--- src/verilog/bsc_regs.svh ---
// Register map constants of the bias supply configuration bank.
// Assumes byte-wide registers on a plain address/strobe port and a 125 MHz clock.
`ifndef BSC_REGS_SVH
`define BSC_REGS_SVH

// Register offsets.
`define BSC_OFF_IO       8'h04
`define BSC_OFF_MISC     8'h05
`define BSC_OFF_SS1      8'h06
`define BSC_OFF_SS2      8'h07
`define BSC_OFF_RST      8'h08

// Field positions.
`define BSC_IO_LSB       0
`define BSC_RATE_BIT     2
`define BSC_CORE_LSB     0
`define BSC_SS_LSB       0
`define BSC_RST_LSB      0

// Implemented-bit masks.
`define BSC_MASK_IO      8'h03
`define BSC_MASK_MISC    8'h07
`define BSC_MASK_SS      8'h07
`define BSC_MASK_RST     8'h03

// Reset values.
`define BSC_RST_IO       2'h0
`define BSC_RST_RATE     1'h0
`define BSC_RST_CORE     2'h0
`define BSC_RST_SS1      3'h0
`define BSC_RST_SS2      3'h0
`define BSC_RST_PULSE    2'h1

// Timing, in microseconds or soft-start steps, and the clock rate.
`define BSC_CLK_MHZ      125
`define BSC_SS_STEP_US   500
`define BSC_SS2_STEPS0   8
`define BSC_RST_BASE_US  2000
`define BSC_GATE_STEP_US 5000

`endif

--- src/verilog/bsc_pkg.sv ---
// Types shared by the bias supply configuration bank.
// Assumes the constants of bsc_regs.svh for widths and values.
package bsc_pkg;

   typedef struct packed {
      logic [1:0] io_sel;
      logic       rate;
      logic [1:0] core_sel;
      logic [2:0] bss;
      logic [2:0] oss;
      logic [1:0] pulse_len;
      logic [7:0] rdata;
      logic       ldo_en;
      logic       en_prev;
      logic       gate_prev;
      logic       ss1_on;
      logic       ss2_on;
      logic       rst_n;
      logic       done;
   } bsc_state_type;

   typedef struct packed {
      logic [31:0] cnt;
      logic        busy;
      logic        done;
   } bsc_tmr_state_type;

endpackage

--- src/verilog/bsc_timer_if.sv ---
// Control bundle between the configuration bank and one interval timer.
// Assumes both ends run on the same clock.
`timescale 1ns/1ns
interface bsc_timer_if;
   logic        start;
   logic        abort;
   logic [31:0] cycles;
   logic        busy;
   logic        done;
   modport ctrl (output start, output abort, output cycles, input busy, input done);
   modport tmr  (input start, input abort, input cycles, output busy, output done);
endinterface // bsc_timer_if

--- src/verilog/bsc_sync2.sv ---
// Two-stage synchroniser for levels arriving from outside the clock domain.
// Assumes the input is a slow level; a pulse shorter than one clock can be missed.
`timescale 1ns/1ns
module bsc_sync2 #(
   parameter int W = 1
) (
   input  wire logic         clk,
   input  wire logic         srst,
   input  wire logic [W-1:0] d,
   output      logic [W-1:0] q
);
   typedef struct packed {
      logic [W-1:0] s1;
      logic [W-1:0] s2;
   } bsc_sync_type;

   bsc_sync_type st;
   bsc_sync_type next_st;

   always_comb begin
      next_st    = st;
      next_st.s1 = d;
      next_st.s2 = st.s1;
   end

   always_ff @(posedge clk) begin
      if (srst) begin
         st <= '0;
      end else begin
         st <= next_st;
      end
   end

   assign q = st.s2;
endmodule // bsc_sync2

--- src/verilog/bsc_timer.sv ---
// One-shot interval timer: busy for the loaded number of cycles, then done.
// Assumes start and abort come from logic on the same clock.
`timescale 1ns/1ns
module bsc_timer (
   input  wire logic   clk,
   input  wire logic   srst,
   bsc_timer_if.tmr    tif
);
   bsc_pkg::bsc_tmr_state_type st;
   bsc_pkg::bsc_tmr_state_type next_st;

   always_comb begin
      next_st = st;
      if (tif.abort) begin
         next_st.busy = 1'b0;
         next_st.done = 1'b0;
      end else if (tif.start) begin
         next_st.cnt  = tif.cycles;
         next_st.busy = 1'b1;
         next_st.done = 1'b0;
      end else if (st.busy) begin
         // A zero load still takes one cycle, so done never races start.
         if (st.cnt <= 32'h1) begin
            next_st.busy = 1'b0;
            next_st.done = 1'b1;
         end else begin
            next_st.cnt = st.cnt - 32'h1;
         end
      end
   end

   always_ff @(posedge clk) begin
      if (srst) begin
         st <= '0;
      end else begin
         st <= next_st;
      end
   end

   assign tif.busy = st.busy;
   assign tif.done = st.done;

   ////////////////////////////////////////////////////////////////////////////
   logic [31:0] run;
   logic [31:0] want;

   always_ff @(posedge clk) begin
      if (srst || tif.start || tif.abort) begin
         run  <= 32'h0;
         want <= (tif.cycles == 32'h0) ? 32'h1 : tif.cycles;
      end else if (st.busy) begin
         run <= run + 32'h1;
      end
   end

   a_timer_exact_len:
   assert property (@(posedge clk) disable iff (srst) $rose(st.done) |-> run == want)
      else $error("Timer finished after the wrong number of cycles.");
endmodule // bsc_timer

--- src/verilog/bsc_config_regs.sv ---
// Bias supply configuration bank: five byte registers and the start-up timing they steer.
// Assumes a plain register port on clk; enable and gate-ready arrive from pins.
//
// Added by the designer: the strobed register port.
`timescale 1ns/1ns
`include "bsc_regs.svh"
module bsc_config_regs #(
   parameter int unsigned SS_STEP_CYC   = `BSC_SS_STEP_US * `BSC_CLK_MHZ,
   parameter int unsigned RST_BASE_CYC  = `BSC_RST_BASE_US * `BSC_CLK_MHZ,
   parameter int unsigned GATE_STEP_CYC = `BSC_GATE_STEP_US * `BSC_CLK_MHZ
) (
   input  wire logic       clk,
   input  wire logic       srst,
   input  wire logic [7:0] addr,
   input  wire logic [7:0] wdata,
   input  wire logic       wr,
   input  wire logic       rd,
   output      logic [7:0] rdata,
   input  wire logic       enable_pin,
   input  wire logic       gate_supply_ready,
   input  wire logic [2:0] gate_shaping_delay_field,
   output      logic [1:0] io_supply_select,
   output      logic       ldo_enable,
   output      logic       boost1_switch_rate,
   output      logic [1:0] core_supply_select,
   output      logic       buck_ldo_softstart_on,
   output      logic       boost_softstart_on,
   output      logic       startup_reset_n,
   output      logic       powerup_done
);

   ////////////////////////////////////////////////////////////////////////////
   // Pin inputs and timers.

   logic [1:0] pins_s;
   logic       en_s;
   logic       gate_s;

   bsc_sync2 #(
      .W    (2)
   ) u_sync (
      .clk  (clk),
      .srst (srst),
      .d    ({enable_pin, gate_supply_ready}),
      .q    (pins_s)
   );

   assign en_s   = pins_s[1];
   assign gate_s = pins_s[0];

   bsc_timer_if t_ss1 ();
   bsc_timer_if t_ss2 ();
   bsc_timer_if t_rst ();
   bsc_timer_if t_gate ();

   bsc_timer u_ss1  (.clk (clk), .srst (srst), .tif (t_ss1));
   bsc_timer u_ss2  (.clk (clk), .srst (srst), .tif (t_ss2));
   bsc_timer u_rst  (.clk (clk), .srst (srst), .tif (t_rst));
   bsc_timer u_gate (.clk (clk), .srst (srst), .tif (t_gate));

   bsc_pkg::bsc_state_type st;
   bsc_pkg::bsc_state_type next_st;

   logic en_rise;
   logic gate_rise;
   logic ss1_end;

   assign en_rise   = en_s & ~st.en_prev;
   assign gate_rise = en_s & gate_s & ~st.gate_prev;
   assign ss1_end   = st.ss1_on & ~t_ss1.busy & t_ss1.done;

   // Dropping the enable abandons the whole sequence; it restarts on the next rise.
   assign t_ss1.abort  = ~en_s;
   assign t_ss2.abort  = ~en_s;
   assign t_rst.abort  = ~en_s;
   assign t_gate.abort = ~en_s;

   assign t_ss1.start  = en_rise;
   assign t_rst.start  = en_rise;
   assign t_ss2.start  = ss1_end;
   assign t_gate.start = gate_rise;

   assign t_ss1.cycles = 32'(({29'h0, st.bss} + 32'h1) * SS_STEP_CYC);
   assign t_ss2.cycles = 32'(({29'h0, st.oss} + 32'(`BSC_SS2_STEPS0)) * SS_STEP_CYC);
   assign t_rst.cycles = 32'(RST_BASE_CYC) << st.pulse_len;
   assign t_gate.cycles = 32'({29'h0, gate_shaping_delay_field} * GATE_STEP_CYC);

   ////////////////////////////////////////////////////////////////////////////
   // Register port and sequence state.

   always_comb begin
      next_st       = st;
      next_st.rdata = 8'h00;
      if (wr) begin
         // Only implemented bits are captured; the rest of the byte is dropped.
         case (addr)
            `BSC_OFF_IO: begin
               next_st.io_sel = wdata[`BSC_IO_LSB +: 2];
            end
            `BSC_OFF_MISC: begin
               next_st.rate     = wdata[`BSC_RATE_BIT];
               next_st.core_sel = wdata[`BSC_CORE_LSB +: 2];
            end
            `BSC_OFF_SS1: begin
               next_st.bss = wdata[`BSC_SS_LSB +: 3];
            end
            `BSC_OFF_SS2: begin
               next_st.oss = wdata[`BSC_SS_LSB +: 3];
            end
            `BSC_OFF_RST: begin
               next_st.pulse_len = wdata[`BSC_RST_LSB +: 2];
            end
            default: begin
               next_st.rdata = 8'h00;
            end
         endcase
      end
      if (rd) begin
         // Unmapped addresses and unused bits read zero.
         case (addr)
            `BSC_OFF_IO:   next_st.rdata = {6'h00, st.io_sel};
            `BSC_OFF_MISC: next_st.rdata = {5'h00, st.rate, st.core_sel};
            `BSC_OFF_SS1:  next_st.rdata = {5'h00, st.bss};
            `BSC_OFF_SS2:  next_st.rdata = {5'h00, st.oss};
            `BSC_OFF_RST:  next_st.rdata = {6'h00, st.pulse_len};
            default:       next_st.rdata = 8'h00;
         endcase
      end
      // The regulator runs only for the two upper IO codes.
      next_st.ldo_en    = next_st.io_sel[1];
      next_st.en_prev   = en_s;
      // Gate history clears while disabled, so a supply already up at enable still starts.
      next_st.gate_prev = gate_s & en_s;
      next_st.ss1_on    = t_ss1.busy;
      next_st.ss2_on    = t_ss2.busy;
      next_st.rst_n     = en_s & t_rst.done;
      // Done waits for the gate-shaping delay, not merely the gate supply.
      next_st.done      = en_s & t_gate.done;
   end

   always_ff @(posedge clk) begin
      if (srst) begin
         st <= '{io_sel: `BSC_RST_IO, rate: `BSC_RST_RATE, core_sel: `BSC_RST_CORE,
                 bss: `BSC_RST_SS1, oss: `BSC_RST_SS2, pulse_len: `BSC_RST_PULSE,
                 default: '0};
      end else begin
         st <= next_st;
      end
   end

   assign rdata                 = st.rdata;
   assign io_supply_select      = st.io_sel;
   assign ldo_enable            = st.ldo_en;
   assign boost1_switch_rate    = st.rate;
   assign core_supply_select    = st.core_sel;
   assign buck_ldo_softstart_on = st.ss1_on;
   assign boost_softstart_on    = st.ss2_on;
   assign startup_reset_n       = st.rst_n;
   assign powerup_done          = st.done;

   ////////////////////////////////////////////////////////////////////////////
   // Checks.

   a_unused_bits_zero:
   assert property (@(posedge clk) disable iff (srst)
      rd && (addr == `BSC_OFF_IO || addr == `BSC_OFF_RST) |=> rdata[7:2] == 6'h00)
      else $error("Unimplemented bits read nonzero.");

   a_io_write_takes:
   assert property (@(posedge clk) disable iff (srst)
      wr && addr == `BSC_OFF_IO |=> io_supply_select == $past(wdata[1:0])
         && ldo_enable == $past(wdata[1]))
      else $error("IO select or regulator enable wrong after write.");

   a_rate_write_takes:
   assert property (@(posedge clk) disable iff (srst)
      wr && addr == `BSC_OFF_MISC |=> boost1_switch_rate == $past(wdata[2]))
      else $error("Boost-1 rate bit wrong after write.");

   a_core_readback:
   assert property (@(posedge clk) disable iff (srst)
      wr && addr == `BSC_OFF_MISC ##1 rd && addr == `BSC_OFF_MISC
         |=> rdata == {5'h00, $past(wdata[2:0], 2)})
      else $error("Converter control did not read back as written.");

   a_ss1_load:
   assert property (@(posedge clk) disable iff (srst)
      t_ss1.start && !t_ss1.abort |=> ##1 buck_ldo_softstart_on ##1 buck_ldo_softstart_on)
      else $error("Buck soft-start did not begin after enable.");

   a_ss2_after_ss1:
   assert property (@(posedge clk) disable iff (srst)
      $fell(buck_ldo_softstart_on) && en_s |-> ##[1:3] boost_softstart_on)
      else $error("Boost soft-start did not follow the buck soft-start.");

   a_pulse_low_first:
   assert property (@(posedge clk) disable iff (srst)
      en_rise |=> !startup_reset_n ##1 !startup_reset_n)
      else $error("Start-up reset pulse missing after enable.");

   a_done_after_gate:
   assert property (@(posedge clk) disable iff (srst)
      $rose(powerup_done) |-> $past(t_gate.done) && !t_gate.busy)
      else $error("Power-up marked done before the gate-shaping delay.");

   a_fields_hold:
   assert property (@(posedge clk) disable iff (srst)
      !(wr && addr == `BSC_OFF_SS2) |=> $stable(st.oss))
      else $error("Boost soft-start field changed without a write.");

   a_rdata_one_cycle:
   assert property (@(posedge clk) disable iff (srst)
      !rd |=> rdata == 8'h00)
      else $error("Read data stood outside its cycle.");

   a_misc_ss_unused_zero:
   assert property (@(posedge clk) disable iff (srst)
      rd && (addr == `BSC_OFF_MISC || addr == `BSC_OFF_SS1 || addr == `BSC_OFF_SS2)
      |=> rdata[7:3] == 5'h00)
      else $error("Unimplemented converter or soft-start bits read nonzero.");

   a_unmapped_read_zero:
   assert property (@(posedge clk) disable iff (srst)
      rd && (addr < `BSC_OFF_IO || addr > `BSC_OFF_RST) |=> rdata == 8'h00)
      else $error("Unmapped address read nonzero.");

   a_io_readback:
   assert property (@(posedge clk) disable iff (srst)
      rd && addr == `BSC_OFF_IO |=> rdata == {6'h00, $past(io_supply_select)})
      else $error("IO field did not read back as held.");

   a_ldo_follows_io:
   assert property (@(posedge clk) disable iff (srst)
      ldo_enable == io_supply_select[1])
      else $error("Regulator enable disagrees with the IO code.");

   a_rate_readback:
   assert property (@(posedge clk) disable iff (srst)
      rd && addr == `BSC_OFF_MISC |=> rdata[2] == $past(boost1_switch_rate))
      else $error("Boost-1 rate bit did not read back.");

   a_core_write_takes:
   assert property (@(posedge clk) disable iff (srst)
      wr && addr == `BSC_OFF_MISC |=> core_supply_select == $past(wdata[1:0]))
      else $error("Core buck code wrong after write.");

   a_ss1_range:
   assert property (@(posedge clk) disable iff (srst)
      t_ss1.start |-> t_ss1.cycles >= SS_STEP_CYC && t_ss1.cycles <= 8 * SS_STEP_CYC)
      else $error("Buck soft-start length outside its range.");

   a_ss1_readback:
   assert property (@(posedge clk) disable iff (srst)
      rd && addr == `BSC_OFF_SS1 |=> rdata == {5'h00, $past(st.bss)})
      else $error("Buck soft-start code did not read back as held.");

   a_ss2_range:
   assert property (@(posedge clk) disable iff (srst)
      t_ss2.start |-> t_ss2.cycles >= 8 * SS_STEP_CYC && t_ss2.cycles <= 15 * SS_STEP_CYC)
      else $error("Boost soft-start length outside its range.");

   a_ss2_readback:
   assert property (@(posedge clk) disable iff (srst)
      rd && addr == `BSC_OFF_SS2 |=> rdata == {5'h00, $past(st.oss)})
      else $error("Boost soft-start code did not read back as held.");

   a_ss_off_disabled:
   assert property (@(posedge clk) disable iff (srst)
      !en_s |=> ##1 !buck_ldo_softstart_on && !boost_softstart_on)
      else $error("Soft-start flag stayed up after the enable dropped.");

   a_pulse_choice:
   assert property (@(posedge clk) disable iff (srst)
      t_rst.start |-> t_rst.cycles == RST_BASE_CYC || t_rst.cycles == 2 * RST_BASE_CYC
         || t_rst.cycles == 4 * RST_BASE_CYC || t_rst.cycles == 8 * RST_BASE_CYC)
      else $error("Start-up reset pulse length is not one of the four choices.");

   a_pulse_readback:
   assert property (@(posedge clk) disable iff (srst)
      rd && addr == `BSC_OFF_RST |=> rdata == {6'h00, $past(st.pulse_len)})
      else $error("Reset pulse code did not read back as held.");

   a_gate_range:
   assert property (@(posedge clk) disable iff (srst)
      t_gate.start |-> t_gate.cycles <= 7 * GATE_STEP_CYC)
      else $error("Gate-shaping delay longer than the largest code.");

   a_done_needs_enable:
   assert property (@(posedge clk) disable iff (srst)
      !en_s |=> !powerup_done && !startup_reset_n)
      else $error("Power-up status stayed up after the enable dropped.");

   a_io_hold:
   assert property (@(posedge clk) disable iff (srst)
      !(wr && addr == `BSC_OFF_IO) |=> $stable(io_supply_select))
      else $error("IO field changed without a write.");

   a_misc_hold:
   assert property (@(posedge clk) disable iff (srst)
      !(wr && addr == `BSC_OFF_MISC) |=> $stable(boost1_switch_rate) && $stable(core_supply_select))
      else $error("Converter control changed without a write.");

   c_powerup_done:  cover property (@(posedge clk) disable iff (srst) $rose(powerup_done));
   c_pulse_release: cover property (@(posedge clk) disable iff (srst) $rose(startup_reset_n));
   c_ldo_on:        cover property (@(posedge clk) disable iff (srst) $rose(ldo_enable));
   c_enable_drop:   cover property (@(posedge clk) disable iff (srst) $fell(en_s) && boost_softstart_on);
   c_back_to_back:  cover property (@(posedge clk) disable iff (srst) wr ##1 rd);

endmodule // bsc_config_regs

--- config.mk ---
export PLATFORM = sky130hd
export DESIGN_NAME = bsc_config_regs
export DESIGN_NICKNAME = d
export VERILOG_FILES = /design/src/verilog/bsc_pkg.sv /design/src/verilog/bsc_timer_if.sv /design/src/verilog/bsc_sync2.sv /design/src/verilog/bsc_timer.sv /design/src/verilog/bsc_config_regs.sv
export VERILOG_INCLUDE_DIRS = /design/src /design/src/verilog
export SDC_FILE = /design/constraint.sdc
export NUM_CORES = 1
export LEC_CHECK = 0
export ABC_AREA = 1
export BUFFER_PORTS_ARGS = -buffer_cell sky130_fd_sc_hd__buf_4
export CAP_MARGIN = 40
export CORE_MARGIN = 1.5
export CORE_UTILIZATION = 58
export CTS_CLUSTER_DIAMETER = 200
export DETAILED_ROUTE_END_ITERATION = 12
export GPL_ROUTABILITY_DRIVEN = 0
export PLACE_DENSITY = 0.78
export SKIP_CTS_REPAIR_TIMING = 1
export SLEW_MARGIN = 20
export SYNTH_ARGS = -nofsm -noshare
export SYNTH_HDL_FRONTEND = slang
export SYNTH_HIERARCHICAL = 1
export SYNTH_SLANG_ARGS = --single-unit
--- constraint.sdc ---
create_clock -name clk -period 2.9 [get_ports clk]
set_input_delay 0.145 -clock clk [delete_from_list [all_inputs] [get_ports clk]]
set_output_delay 0.145 -clock clk [all_outputs]
set_load 0.01 [all_outputs]
# == Word-level counts from Yosys, hierarchy flattened ==
# Index checks and enable logic that the tools add are counted.
# totals
regBits,167
latchBits,0
mem_bits_rw,0
rom_bits,0
inputBits,25
out_inout_bits,18
word_cells,101
n_memories,0
# op_classes
add_sub_neg,6
n_mul,3
div_mod_pow,0
n_lt_le_gt_ge,4
eq_ne,9
shifts,1
mux,18
bitwise_logic,11
reduce_logical,21
# ops
cell,count
34-bit two-way mux,8
"32-bit by 1-bit less-or-equal comparator with 1-bit output, second input constant",4
32-bit two-way mux,4
"32-bit by 1-bit subtractor with 32-bit output, second input constant",4
"8-bit by 3-bit equality test with 1-bit output, second input constant",4
"18-bit by 2-bit << shifter with 32-bit output, first input constant",1
"3-bit by 17-bit multiplier with 20-bit output, second input constant",1
"5-bit by 14-bit multiplier with 19-bit output, second input constant",1
"4-bit by 14-bit multiplier with 18-bit output, second input constant",1
2-bit AND reduction,9
3-bit one-hot mux with 5 select lines,1
3-bit AND reduction,4
3-bit OR reduction,3
"8-bit by 4-bit equality test with 1-bit output, second input constant",1
2-bit two-way mux,4
8-bit two-way mux,1
"2-bit != test, second input constant",4
2-bit nonzero test,4
1-bit AND,7
"3-bit by 4-bit adder with 5-bit output, second input constant",1
"3-bit by 1-bit adder with 4-bit output, second input constant",1
1-bit NOT,4
2-bit OR reduction,1

# == Logic depth before layout (Yosys ltp) ==
# depth
word_depth,5
ltp_mapped,18
depth_no_buf,18

# == By module ==
# The synthesis kept the hierarchy.
# by_module_without_submodules
module,instances,cells_per_inst,area_per_inst_um2,seq_area_each_um2
bsc_timer,4,494,2681.3,680.7
bsc_config_regs,1,327,2489.9,440.4
bsc_sync2,1,12,110.1,80.1

# == Least setup slack after synthesis ==
# OpenSTA, ideal clock, no wires.
# synth_path
path_kind,reg2reg
startpoint,"register, netlist name st[20]"
endpoint,register u_ss1/st[20] in the netlist's numbering
setup_ns,0.113
t_arrival_ns,2.995
required_ns,2.787
slack_ns,-0.208
stages_incl_launch_ff,16
n_path_buf,0
period_less_slack_ns,3.108
path_cell_list,dfxtp_1 -> ha_1 -> xnor2_1 -> fa_1 -> fa_1 -> inv_1 -> ha_1 -> inv_1 -> o21bai_1 -> nand2_1 -> nand3_1 -> nand2_1 -> nand2_1 -> nand2_1 -> nor2_1 -> nor2_1
# synth_lines
item,line,source
"end signal, assigned",bsc_timer.sv:36,st <= next_st;
"end, declared",bsc_timer.sv:9,bsc_pkg::bsc_tmr_state_type st;

==> flow_metrics.env <==
export IMPL_outcome="complete, but fails checks"
export IMPL_violations="hold timing"
export IMPL_cp_arrival_ns=3.16
export IMPL_fmax_mhz=354.2
export IMPL_holdCritPathClass="in2reg"
export IMPL_cp_required_ns=3.24
export IMPL_peakVddDrop_mv=0.3038
export IMPL_setup_violations=0
export IMPL_cts_root_buffer_cell="clkbuf_16"
export IMPL_r2r_cells=15
export IMPL_whs_ns=-0.002136
export IMPL_relSlewSlack_pct=47.25
export IMPL_num_vias=14300
export IMPL_antenna_found_initial=0
export IMPL_hold_viol=1
export IMPL_dpl_cell_count=2639
export IMPL_numPortBuffers=32
export IMPL_h_tree_depth=4
export IMPL_coreArea_um2=22570
export IMPL_seq_power_share_pct=43.3
export IMPL_pwr_density_cell_nw_per_um2=354.3
export IMPL_tritoncts="done"
export IMPL_rows=55
export IMPL_drtAntennaViolNets=0
export IMPL_grt_max_degree=52
export IMPL_drc=0
export IMPL_regArea_um2=3232
export IMPL_internal_power_mw=3.787
export IMPL_fin_cells=2677
export IMPL_reg2reg_to="u_ss1/st[20]"
export IMPL_period_needed_ns=2.824
export IMPL_syn_inst=2310
export IMPL_nets=2467
export IMPL_fill_cells=2160
export IMPL_min_from="wdata[0]"
export IMPL_clock_latency_ns=0.44
export IMPL_start_util_pct=58.86
export IMPL_gr_total_overflow=0
export IMPL_hold_depth=3
export IMPL_die_height_um=154.3
export IMPL_finalPower_mw=5.159
export IMPL_r2r_start="st[21]"
export IMPL_path_class="reg2reg"
export IMPL_postPlaceCellArea_um2=13820
export IMPL_cts_sinks=161
export IMPL_syn2layout_area_growth_pct=9.597
export IMPL_combinationalPowerShare_pct=9.2
export IMPL_worst_pin_slew_ns=0.7903
export IMPL_min_to="core_supply_select[0]"
export IMPL_grt_pass1_wl_mm=60.52
export IMPL_p_sw_mw=1.372
export IMPL_wl_per_cell_um=13.48
export IMPL_cts_clk_slew_worst_paths_ns=0.07
export IMPL_stdcell_area_um2=14560
export IMPL_antennaDiodeCount=0
export IMPL_dr_first_iter_drc_count=1296
export IMPL_drtPass1Iterations=8
export IMPL_finish_utilization_pct=64.51
export IMPL_cap_violations=0
export IMPL_synth_area_per_cell_um2=5.751
export IMPL_netlist_area_um2=13290
export IMPL_slew_violations=0
export IMPL_fin_worst_skew_ns=0.01293
export IMPL_ys_warn_count=6
export IMPL_grt_pass1_vias=12910
export IMPL_cts_buffers=17
export IMPL_wirelength_mm=36.09
export IMPL_layout_drive_gt1_share_pct=7.651
export IMPL_cts_buffer_depth=2
export IMPL_dieArea_um2=23820
export IMPL_dieWidth_um=154.3
export IMPL_hpwl_mm=25.60
export IMPL_power_frac_clock_pct=47.5
export IMPL_routed_via_density=5.341
export IMPL_ios=43
export IMPL_p_leak_nw=8.075
export IMPL_cp_max_fo=3
export IMPL_setup_worst_path_end_class="flop"
export IMPL_swShare_pct=26.59
export IMPL_reg2reg_slack_ns=0.08
export IMPL_grt_usage_pct=30.53
export IMPL_finalCritPeriodShare_pct=97.36
export IMPL_multiInputGateArea_um2=8900
export IMPL_rsz0062_at_grt="yes"
export IMPL_worstSetupStartpointType="flop"
-- cells in the final DEF, fill, tap and decap left out, types with 6 or more instances in the layout --
cell and instances:
a21oi_1 90, and2_1 8, buf_4 65, clkbuf_16 17, clkinv_1 8, conb_1 63, dfxtp_1 158, fa_1 6
ha_1 52, inv_1 233, nand2_1 730, nand2_2 13, nand2_4 6, nand3_1 197, nand3b_1 7, nand4_1 27
nor2_1 467, nor2_2 16, nor2_4 10, nor3_1 17, o21ai_0 106, o21ai_1 9, or2_2 7, xor2_1 18
-- sequential cells by signal, summed over array words and instances (netlist names), 2 cells and up --
name / count
u_ss2/st: 32
u_rst/st: 32
rdata: 3
u_ss1/st: 32
io_supply_select: 2
u_sync/next_st: 2
st: 10
core_supply_select: 2
u_gate/st: 32
u_sync/q: 2
-- how the worst max path moves through the flow --
| stage | from | to | slack [ns] | depth (start not counted) |
|---|---|---|---|---|
| 2_1_floorplan | st[20] | u_ss1/st[20] | 0.02 | 15 |
| 6_report | st[21] | u_ss1/st[20] | 0.08 | 15 |
| 4_1_cts | st[21] | u_ss1/st[20] | -0.11 | 16 |
| 3_5_place_dp | st[21] | u_ss1/st[20] | -0.1 | 16 |
| 3_3_place_gp | st[20] | u_ss1/st[20] | -0.02 | 16 |
| 5_1_grt | st[20] | u_ss1/st[20] | -0.08 | 18 |
-- critical path, cell delays in order, from the launching register on --
cell and delay [ns]:
dfxtp_4 0.36, buf_4 0.14, ha_4 0.27, fa_1 0.43, fa_1 0.49, inv_1 0.04
ha_1 0.30, inv_2 0.05, o21bai_2 0.17, nand2_1 0.11, nand3_1 0.08, nand2_1 0.06
nand2_1 0.06, nand2_1 0.05, nor2_1 0.08, nor2_1 0.05
-- power by group through the flow --
| stage | registers, mW | clock network, mW | logic [mW] |
|---|---|---|---|
| after floorplan | 2.28 | 0 | 0.344 |
| after global placement | 2.28 | 0 | 0.451 |
| after detailed placement | 2.28 | 0 | 0.459 |
| after CTS | 2.23 | 2.49 | 0.463 |
| after global routing | 2.23 | 2.57 | 0.538 |
| final | 2.23 | 2.45 | 0.475 |
-- metrics by stage --
stage	setup slack (ns)	setup TNS [ns]	hold slack (ns)
floorplan	0.01657	0	0.2141
global placement	-0.02235	-0.02235	0.3478
detailed placement	-0.09820	-0.1442	0.3562
CTS	-0.1115	-0.1989	-0.09875
global route	-0.08372	-0.1288	0.02378
finish	0.07642	0	-0.002136
-- cell type report --
class,instances,area share [%]
repair buffers,68,3.558
inverters,247,6.376
clock buffers,19,3.111
multi-input cells,1884,61.12
clock inverters,13,1.186
flip-flops and latches,161,22.20
well taps,285,2.449
-- layer usage --
layer  track usage, %  wire length [um]  part of all wire (%)  vias to the layer above
met3            3.895              2312                   6.4                       64
met1            40.81             16320                    45                     6407
li1                 -                 -                     -                     7287
met2            51.07             16590                    46                      540
met4            10.16               857                   2.4                        0
met5                0                 0                     0                        -
Power figures use the tool's default switching activity.
